`src/logic/timer_defines.svh`:
```
`ifndef TIMER_DEFINES_SVH
`define TIMER_DEFINES_SVH

// register indices; the byte address on the bus is four times the index
`define IDX_COUNT        12'h001
`define IDX_INTCTL       12'h00B
`define IDX_OPTION       12'h081
`define IDX_CTRL         12'h090

// field positions
`define INTCTL_FLAG_BIT  2
`define INTCTL_EN_BIT    5
`define CTRL_SLEEP_BIT   0
`define CTRL_WDCLR_BIT   1

// reset values
`define COUNT_RESET      8'h00
`define INTCTL_RESET     8'h00
`define OPTION_RESET     8'hFF
`define CTRL_RESET       8'h00

// inhibit length in instruction cycles, and the counter's top value
`define INHIBIT_CYCLES   2'h2
`define COUNT_MAX        8'hFF

`endif

```
`src/logic/timer_pkg.sv`:
```
`default_nettype none
package timer_pkg;

	typedef enum logic [3:0] {
		PH_ONE   = 4'b0001,
		PH_TWO   = 4'b0010,
		PH_THREE = 4'b0100,
		PH_FOUR  = 4'b1000
	} phase_e;

	typedef struct packed {
		logic       pullup_n;
		logic       int_edge;
		logic       clock_source_select;
		logic       source_edge_select;
		logic       prescaler_assign;
		logic [2:0] prescale_rate;
	} option_s;

endpackage : timer_pkg
`default_nettype wire

```
`src/logic/timer_counter.sv`:
```
// The AHB-Lite interface to the registers was chosen for this implementation.
`include "timer_defines.svh"
`default_nettype none
module timer_counter (
	input  wire logic        hclk,
	input  wire logic        hresetn,
	input  wire logic        hsel,
	input  wire logic [31:0] haddr,
	input  wire logic [1:0]  htrans,
	input  wire logic        hwrite,
	input  wire logic [2:0]  hsize,
	input  wire logic [31:0] hwdata,
	input  wire logic        hready,
	output logic             hreadyout,
	output logic             hresp,
	output logic [31:0]      hrdata,
	input  wire logic        external_count_input,
	input  wire logic        watchdog_osc_tick,
	output logic             watchdog_tick_out,
	output logic             watchdog_clear_out,
	output logic             irq
);

	timer_pkg::phase_e  phase_q;
	timer_pkg::option_s option_q;
	logic [7:0]  count_q;
	logic [7:0]  presc_q;
	logic [7:0]  intctl_q;
	logic        flag_q;
	logic        sleep_q;
	logic [1:0]  inhibit_q;
	logic        samp_q;
	logic        ext_prev_q;
	logic        wr_pend_q;
	logic        rd_pend_q;
	logic        hit_q;
	logic [11:0] idx_q;

	logic        acc;
	logic        wr_count;
	logic        wr_intctl;
	logic        wr_option;
	logic        wr_ctrl;
	logic [7:0]  wdata;
	logic        phase_two_en;
	logic        phase_four_en;
	logic        ext_edge;
	logic        presc_src;
	logic        presc_clr;
	logic        presc_lvl;
	logic        tick_raw;
	logic        tick;
	logic        wdclr;
	logic        flag_set;
	logic        flag_clr;

	function automatic logic sel_reg(input logic hit, input logic [11:0] idx,
		input logic [11:0] want);
		sel_reg = hit && (idx == want);
	endfunction : sel_reg

	function automatic logic [7:0] rate_mask(input logic [2:0] rate);
		rate_mask = ~(8'hFF << rate);
	endfunction : rate_mask

	// four hclk periods form one instruction cycle, one per phase clock
	always_ff @(posedge hclk or negedge hresetn)
	begin
		if (!hresetn)
			phase_q <= timer_pkg::PH_ONE;
		else
			unique case (phase_q)
				timer_pkg::PH_ONE:   phase_q <= timer_pkg::PH_TWO;
				timer_pkg::PH_TWO:   phase_q <= timer_pkg::PH_THREE;
				timer_pkg::PH_THREE: phase_q <= timer_pkg::PH_FOUR;
				timer_pkg::PH_FOUR:  phase_q <= timer_pkg::PH_ONE;
			endcase
	end

	assign phase_two_en  = (phase_q == timer_pkg::PH_TWO);
	assign phase_four_en = (phase_q == timer_pkg::PH_FOUR);

	// bus slave: writes are zero-wait, reads take one wait state so that
	// the read data leaves a flop and sees a write that just finished
	assign acc = hsel && htrans[1] && hready;

	always_ff @(posedge hclk or negedge hresetn)
	begin
		if (!hresetn)
		begin
			wr_pend_q <= 1'b0;
			rd_pend_q <= 1'b0;
			hit_q     <= 1'b0;
			idx_q     <= 12'h000;
		end
		else
		begin
			wr_pend_q <= acc && hwrite;
			rd_pend_q <= acc && !hwrite;
			if (acc)
			begin
				hit_q <= (haddr[31:14] == 18'h00000) && (haddr[1:0] == 2'h0);
				idx_q <= haddr[13:2];
			end
		end
	end

	always_ff @(posedge hclk or negedge hresetn)
	begin
		if (!hresetn)
		begin
			hreadyout <= 1'b1;
			hresp     <= 1'b0;
			hrdata    <= 32'h00000000;
		end
		else
		begin
			hreadyout <= !(acc && !hwrite);
			hresp     <= 1'b0;
			if (rd_pend_q)
			begin
				// the prescaler has no read path and unmapped words read zero
				hrdata <= 32'h00000000;
				if (sel_reg(hit_q, idx_q, `IDX_COUNT))
					hrdata <= {24'h000000, count_q};
				else if (sel_reg(hit_q, idx_q, `IDX_INTCTL))
					hrdata <= {24'h000000, intctl_q[7:3], flag_q, intctl_q[1:0]};
				else if (sel_reg(hit_q, idx_q, `IDX_OPTION))
					hrdata <= {24'h000000, option_q};
				else if (sel_reg(hit_q, idx_q, `IDX_CTRL))
					hrdata <= {31'h00000000, sleep_q};
			end
		end
	end

	assign wdata     = hwdata[7:0];
	assign wr_count  = wr_pend_q && sel_reg(hit_q, idx_q, `IDX_COUNT);
	assign wr_intctl = wr_pend_q && sel_reg(hit_q, idx_q, `IDX_INTCTL);
	assign wr_option = wr_pend_q && sel_reg(hit_q, idx_q, `IDX_OPTION);
	assign wr_ctrl   = wr_pend_q && sel_reg(hit_q, idx_q, `IDX_CTRL);
	assign wdclr     = wr_ctrl && wdata[`CTRL_WDCLR_BIT];

	always_ff @(posedge hclk or negedge hresetn)
	begin
		if (!hresetn)
			option_q <= `OPTION_RESET;
		else if (wr_option)
			option_q <= wdata;
	end

	always_ff @(posedge hclk or negedge hresetn)
	begin
		if (!hresetn)
			sleep_q <= 1'b0;
		else if (wr_ctrl)
			sleep_q <= wdata[`CTRL_SLEEP_BIT];
	end

	// external input edge on the raw pin, rising or falling as the edge select picks
	always_ff @(posedge hclk or negedge hresetn)
	begin
		if (!hresetn)
			ext_prev_q <= 1'b0;
		else
			ext_prev_q <= external_count_input;
	end

	assign ext_edge = option_q.source_edge_select ?
		(ext_prev_q && !external_count_input) :
		(!ext_prev_q && external_count_input);

	// one prescaler, fed by whichever side holds it
	always_comb
	begin
		if (option_q.prescaler_assign)
			presc_src = watchdog_osc_tick;
		else if (option_q.clock_source_select)
			presc_src = ext_edge;
		else
			presc_src = phase_four_en && !sleep_q;
	end

	assign presc_clr = (wr_count && !option_q.prescaler_assign) ||
		(wdclr && option_q.prescaler_assign);

	always_ff @(posedge hclk or negedge hresetn)
	begin
		if (!hresetn)
			presc_q <= 8'h00;
		else if (presc_clr)
			presc_q <= 8'h00;
		else if (presc_src)
			presc_q <= presc_q + 8'h01;
	end

	// level seen by the sampler: divided bit, or the raw input turned by the edge select
	always_comb
	begin
		if (option_q.prescaler_assign)
			presc_lvl = external_count_input ^ option_q.source_edge_select;
		else
			presc_lvl = presc_q[option_q.prescale_rate];
	end

	// sampling only twice per instruction cycle means input pulses shorter
	// than two hclk periods may be missed entirely
	always_ff @(posedge hclk or negedge hresetn)
	begin
		// starts high so a resting pin after reset never reads as a fresh edge
		if (!hresetn)
			samp_q <= 1'b1;
		else if (phase_two_en || phase_four_en)
			samp_q <= presc_lvl;
	end

	always_comb
	begin
		if (!option_q.clock_source_select && option_q.prescaler_assign)
			tick_raw = phase_four_en;
		else
			tick_raw = (phase_two_en || phase_four_en) && presc_lvl && !samp_q;
	end

	assign tick = tick_raw && !sleep_q && (inhibit_q == 2'h0);

	always_ff @(posedge hclk or negedge hresetn)
	begin
		if (!hresetn)
			inhibit_q <= 2'h0;
		else if (wr_count)
			inhibit_q <= `INHIBIT_CYCLES;
		else if (phase_four_en && (inhibit_q != 2'h0))
			inhibit_q <= inhibit_q - 2'h1;
	end

	always_ff @(posedge hclk or negedge hresetn)
	begin
		if (!hresetn)
			count_q <= `COUNT_RESET;
		else if (wr_count)
			count_q <= wdata;
		else if (tick)
			count_q <= count_q + 8'h01;
	end

	// overflow flag: a wrap in the clearing cycle still sets it
	assign flag_set = tick && !wr_count && (count_q == `COUNT_MAX);
	assign flag_clr = wr_intctl && wdata[`INTCTL_FLAG_BIT];

	always_ff @(posedge hclk or negedge hresetn)
	begin
		if (!hresetn)
			flag_q <= 1'b0;
		else
			flag_q <= flag_set || (flag_q && !flag_clr);
	end

	always_ff @(posedge hclk or negedge hresetn)
	begin
		if (!hresetn)
			intctl_q <= `INTCTL_RESET;
		else if (wr_intctl)
			intctl_q <= wdata;
	end

	always_ff @(posedge hclk or negedge hresetn)
	begin
		if (!hresetn)
			irq <= 1'b0;
		else
			irq <= flag_q && intctl_q[`INTCTL_EN_BIT];
	end

	// watchdog side: divided when it owns the prescaler, else undivided
	always_ff @(posedge hclk or negedge hresetn)
	begin
		if (!hresetn)
		begin
			watchdog_tick_out  <= 1'b0;
			watchdog_clear_out <= 1'b0;
		end
		else
		begin
			watchdog_clear_out <= wdclr;
			if (option_q.prescaler_assign)
				watchdog_tick_out <= watchdog_osc_tick && !presc_clr &&
					((presc_q & rate_mask(option_q.prescale_rate)) ==
					rate_mask(option_q.prescale_rate));
			else
				watchdog_tick_out <= watchdog_osc_tick;
		end
	end
endmodule : timer_counter
`default_nettype wire

```
`config.mk`:
```
export PLATFORM = sky130hd
export DESIGN_NAME = timer_counter
export DESIGN_NICKNAME = d
export VERILOG_FILES = /design/src/logic/timer_pkg.sv /design/src/logic/timer_counter.sv
export VERILOG_INCLUDE_DIRS = /design/src /design/src/logic
export SDC_FILE = /design/constraint.sdc
export NUM_CORES = 1
export LEC_CHECK = 0
export ABC_CLOCK_PERIOD_IN_PS = 6700
export BUFFER_PORTS_ARGS = -buffer_cell sky130_fd_sc_hd__buf_2
export CORE_ASPECT_RATIO = 1.1
export CORE_MARGIN = 2
export CORE_UTILIZATION = 55
export DETAILED_ROUTE_END_ITERATION = 12
export PLACE_DENSITY = 0.85
export SLEW_MARGIN = 20
export SYNTH_ARGS = -nofsm -noshare
export SYNTH_HDL_FRONTEND = slang
export SYNTH_SLANG_ARGS = --single-unit
```
`constraint.sdc`:
```
create_clock -name hclk -period 6.7 [get_ports hclk]
set_clock_uncertainty 0.1 [all_clocks]
set_input_delay 0.67 -clock hclk [delete_from_list [all_inputs] [get_ports hclk]]
set_output_delay 0.67 -clock hclk [all_outputs]
set_load 0.005 [all_outputs]
```
* Word level (Yosys, flattened, before mapping) *
Cells that the tools add are included.

cells by class
  shift operators = 1
  bitwise gates (word level) = 3
  $add $sub $neg = 3
  $lt $le $gt $ge = 1
  eq/ne operators = 10
  multiplexer cells = 19
  reductions and logical operators = 53

operator list
  kind                 number
  $mux 8               7
  $logic_and 1x1->1    32
  $eq 12x8->1 const B  2
  $logic_not 18->1     1
  $add 8x1->8 const B  2
  $pmux 4 s4           1
  $eq 12x1->1 const B  1
  $eq 12x4->1 const B  1
  $logic_not 1->1      11
  $and 8x8->8          1
  $eq 8x8->1           1
  $eq 8x8->1 const B   1
  $mux 1               8
  $not 8->8            1
  $reduce_bool 2->1    4
  $shl 8x3->8 const A  1
  $eq 4x1->1 const B   1
  $eq 4x2->1 const B   1
  $eq 4x3->1 const B   1
  $eq 4x4->1 const B   1
  $logic_not 2->1      2
  $lt 3x4->1 const B   1
  $mux 2               2
  $bmux 1 s3           1
  3 further kinds      5

storage, ports and cells
  output and inout bits = 37
  input bits = 76
  register bits = 93
  word-level logic and storage cells = 114

* Depth between registers and ports, before layout *
  depth in word-level cells = 11
  mapped depth = 7

* Worst setup path after synthesis *
OpenSTA, ideal clock, no wires.

  path kind = register to register
  start point = register option_q[0] in the netlist's numbering
  end point = register samp_q
  required time = 6.518 ns
  stages on the path, launching flop included = 7
  arrival time = 2.095 ns
  setup time = 0.082 ns
  slack = 4.422 ns
  clock period less this slack = 2.278 ns
  buffers on the path = 2
  cell sequence = dfstp_2 -> buf_6 -> mux4_2 -> a2111oi_4 -> buf_6 -> a21oi_1 -> mux2_4

between the ends
  cells in the longest elaborated chain, start to end = 3

RTL lines
  what                          RTL line              text
  start, declared               timer_counter.sv:25   timer_pkg::option_s option_q;
  start signal, assigned        timer_counter.sv:146  option_q <= `OPTION_RESET;
  start signal, assigned        timer_counter.sv:148  option_q <= wdata;
  $bmux 1 s3                    timer_counter.sv:202  presc_lvl = presc_q[option_q.prescale_rate];
  $mux 1 (not written as such)  timer_counter.sv:202
  $mux 1                        timer_counter.sv:199  if (option_q.prescaler_assign)
  end signal, assigned          timer_counter.sv:213  samp_q <= presc_lvl;
  end, declared                 timer_counter.sv:32   logic samp_q;

No other way between the ends. The select of a mux whose other input is x is not followed.
A chain may end at the register's enable or synchronous reset.

* Worst setup path in the final report *
  start point = register option_q[0] in the netlist's numbering
  end point = register count_q[7]

between the ends
  cells in the longest elaborated chain, start to end = 9

RTL lines
  what                                RTL line              text
  $bmux 1 s3                          timer_counter.sv:202
  $mux 1 (not written as such)        timer_counter.sv:202
  $mux 1                              timer_counter.sv:199
  $logic_and 1x1->1 (2 in a row)      timer_counter.sv:221  tick_raw = (phase_two_en || phase_four_en) && presc_lvl && !samp_q;
  $mux 1                              timer_counter.sv:218  if (!option_q.clock_source_select && option_q.prescaler_assign)
  $logic_and 1x1->1 (2 in a row)      timer_counter.sv:224  assign tick = tick_raw && !sleep_q && (inhibit_q == 2'h0);
  $reduce_bool 2->1 (no source line)  -
  end signal, assigned                timer_counter.sv:239  count_q <= `COUNT_RESET;
  end signal, assigned                timer_counter.sv:241  count_q <= wdata;
  end signal, assigned                timer_counter.sv:243  count_q <= count_q + 8'h01;
  end, declared                       timer_counter.sv:26   logic [7:0] count_q;

No other way between the ends. The select of a mux whose other input is x is not followed.

==> summary.md <==
| Metric | Value |
|---|---|
| Run status | `finished clean` |
| Yosys top cell area share | `38.8%` |
| Final RePlAce weighted congestion | `0.952` |
| Lkg Pwr | `1.80 nW` |
| Post-layout min period | `2.70 ns` |
| CTS root buffer | `clkbuf_8` |
| Starting density of the core | `56.4%` |
| Setup Fix Bufs, Post-CTS | `0` |
| Actual slew at the worst max-slew pin | `0.855 ns` |
| Async S/R FF share, synth | `100%` |
| Worst rel slew slack | `43.0%` |
| Worst-case vdd ir drop | `0.167 mV` |
| Ratio of final minimum period to clock period | `40.3%` |
| Chip width | `82.0 um` |
| Worst hold-check path type | `primary input to register` |
| Max cap viols | `0` |
| Wire length of the first global-routing pass | `12,900 um` |
| Instance area at placement | `3900 um^2` |
| Bufs on Longest Clock Path | `2` |
| Critical path's top delay family | `compound AO/OA/AOI/OAI gates` |
| Startpoint kind of the worst setup timing path | `register` |
| Synth cell types | `62` |
| Proportion of layout cells with a drive suffix above 1 | `33.0%` |
| Crit end category | `register` |
| Worst setup path start | `option_q[0]` |
| Cell count after synthesis | `338` |
| Hold_buf cts | `0` |
| Seq cells post-synth | `68` |
| P per Cell Area | `262 nW/um^2` |
| Arrival time at the worst endpoint | `2.86 ns` |
| Critical path class | `register to register` |
| HPWL after detailed placement | `5620 um` |
| Power consumption | `1.07 mW` |
| Total setup violations reported at the end of the flow | `0` |
| Worst Hold Slack | `0.376 ns` |
| Share of synthesized cell area in full adder, half adder and majority cells | `1.02%` |
| Antenna cell count | `0` |
| CTS tree | `built` |
| Floorplan core area | `6520 um^2` |
| Critical path data required time | `6.86 ns` |
| Number of port buffers | `59` |
| Design area | `4080 um^2` |
| Vias per cell | `5.91` |
| Vias in the first global route | `2,767` |
| Yosys top cell by area | `dfrtp_1` |
| Post-synthesis xor/xnor area fraction | `1.91%` |
| Buffer and inverter count on the worst path | `0` |
| Number of buffers created by CTS | `9` |
| Wire length per cell after detailed routing | `16.1 um` |
| Maximum fanout along the worst path | `18` |
| Total routing usage reported by global routing | `22.6%` |
| Startpoint of the worst-slack reg-to-reg timing path | `option_q[0]` |
| Synthesis warning total | `0` |
| Worst slack at placement | `4.06 ns` |
| Placed cells | `466` |
| Top flip-flop cell by instance count after synthesis | `dfrtp_1` |
| Slowest cell on the critical path | `a2111oi_4` |
| Pins Over Slew Limit | `0` |
| Row count | `31` |
| Clock input transition at the sequential cells of the worst setup and hold paths | `0.07 ns` |
| Number of H-tree levels | `3` |
| First DRT Iteration DRCs | `289` |
| DRC violations left | `0` |
| Number of search-and-repair iterations in the first detailed-routing pass | `5` |
| Fin worst setup slack | `4.00 ns` |
| Final net count | `474` |
| TritonCTS sink count | `68` |
| Area overhead of the layout relative to synthesis | `10.9%` |
| Hold violation count in the final report | `0` |
| Setup repair after global routing missed its margin | `no` |
| Largest net degree at the start of global routing | `69` |
| Cell area after synthesis | `3680 um^2` |
| Mux contribution to synthesized area | `10.7%` |
| Max Clock Freq | `370 MHz` |
| Post-Layout Cell Count | `482` |
| Critical path, cell by cell | `mux4_2 -> a2111oi_4 -> o31ai_1 -> a31oi_1` |
| Final TNS setup | `0 ns` |
| Average cell area after synthesis | `10.9 um^2` |
| Leading cell type by number of instances after synthesis | `dfrtp_1` |
| Clk Latency, worst-skew pair | `0.35 ns` |
| Antenna violations before repair | `0` |
| Commonest cells in the synthesized netlist | `dfrtp_1, nor2_1, mux2_2, buf_4, nand2_1` |
| I/O pin total | `113` |
| Antenna violation net count after detailed routing | `0` |
| Met2 routed WL | `3910 um` |
| Worst path max stage delay | `0.84 ns` |
| Number of gates resized after CTS | `0` |
| Simple-Gate Fraction of Synth Area | `17.4%` |
| Sequential area share after synthesis | `46.6%` |
| Total length of routed met3 wires | `629 um` |
| Topmost layer with routed signal wires | `met4` |
| Largest family of logic cells by synthesized area | `simple AND/OR/NAND/NOR gates` |
| Beginning of the worst hold path | `external_count_input` |
| Met1 wire length | `3030 um` |
| Utilization of the core after routing | `62.6%` |
| Area contributors post-synth | `dfrtp_1, mux2_2, dfstp_2` |
| Grt ovf | `0` |
| Die Ht | `89.8 um` |
| Routed WL | `7760 um` |
| Routed vias | `2,851` |
| Overall die area | `7360 um^2` |
| Compound-Gate Fraction of Synth Area | `13.3%` |
| Post-synth EDFFs | `0` |
-- kinds of logic after synthesis --
family	after synthesis
mux	33
xor+xnor	8
buf+inv	52
fa+ha+maj	3
flops	68
simple gates	105
compound gates	68
other cells	1
-- power breakdown --
group | switching [mW] | internal (mW)
clock | 0.152 | 0.153
combinational | 0.106 | 0.102
sequential | 0.0793 | 0.478
total | 0.336 | 0.733
-- flip-flops by register name (all words and copies together), names as in the netlist --
name / cells
count_q: 8
ext_prev_q: 1
flag_q: 1
hit_q: 1
hrdata: 8
hreadyout: 1
idx_q: 12
inhibit_q: 2
intctl_q: 7
irq: 1
option_q: 8
phase_q: 4
presc_q: 8
rd_pend_q: 1
samp_q: 1
sleep_q: 1
watchdog_clear_out: 1
watchdog_tick_out: 1
wr_pend_q: 1
-- per-layer routing --
metal,vias to the layer above,track usage (%)
met3,19,5.82
met1,1386,28.1
met5,-,0
met4,0,8.61
li1,1315,-
met2,131,37.1
-- area by class of cell --
cell class / count / area (um^2)
Multi-Input combinational cell: 242 / 1730
Inverter: 14 / 52.6
Tap cell: 82 / 103
Timing Repair Buffer: 60 / 303
Clock buffer: 12 / 155
Clock inverter: 4 / 25.0
Sequential cell: 68 / 1720
Fill cell: 541 / 2440
-- cell usage in the layout (no fill, tap or decap), types with 4 or more instances in the layout --
master,count
buf_2,59
dfrtp_1,57
nor2_1,29
mux2_2,27
conb_1,25
nand2_1,15
inv_1,13
o21ai_0,12
a21oi_1,12
clkbuf_8,11
dfstp_2,11
nand3_1,9
a31oi_1,9
xnor2_1,8
nor4_1,8
o31ai_1,8
or4_1,7
a211oi_1,5
a222oi_1,5
nand4_1,4
a22oi_1,4
-- worst paths after layout --
| kind | cells after the start | slack [ns] | endpoint |
|---|---|---|---|
| max | 4 | 4.00 | count_q[7] |
| min | 1 | 0.38 | ext_prev_q |
| max reg2reg | 4 | 4.00 | count_q[7] |
| min reg2reg | 1 | 0.39 | phase_q[3] |
| max in group asynchronous | 2 | 5.55 | idx_q[9] |
| min in group asynchronous | 2 | 0.42 | count_q[4] |
No activity file was read; power rests on OpenSTA's default activity.
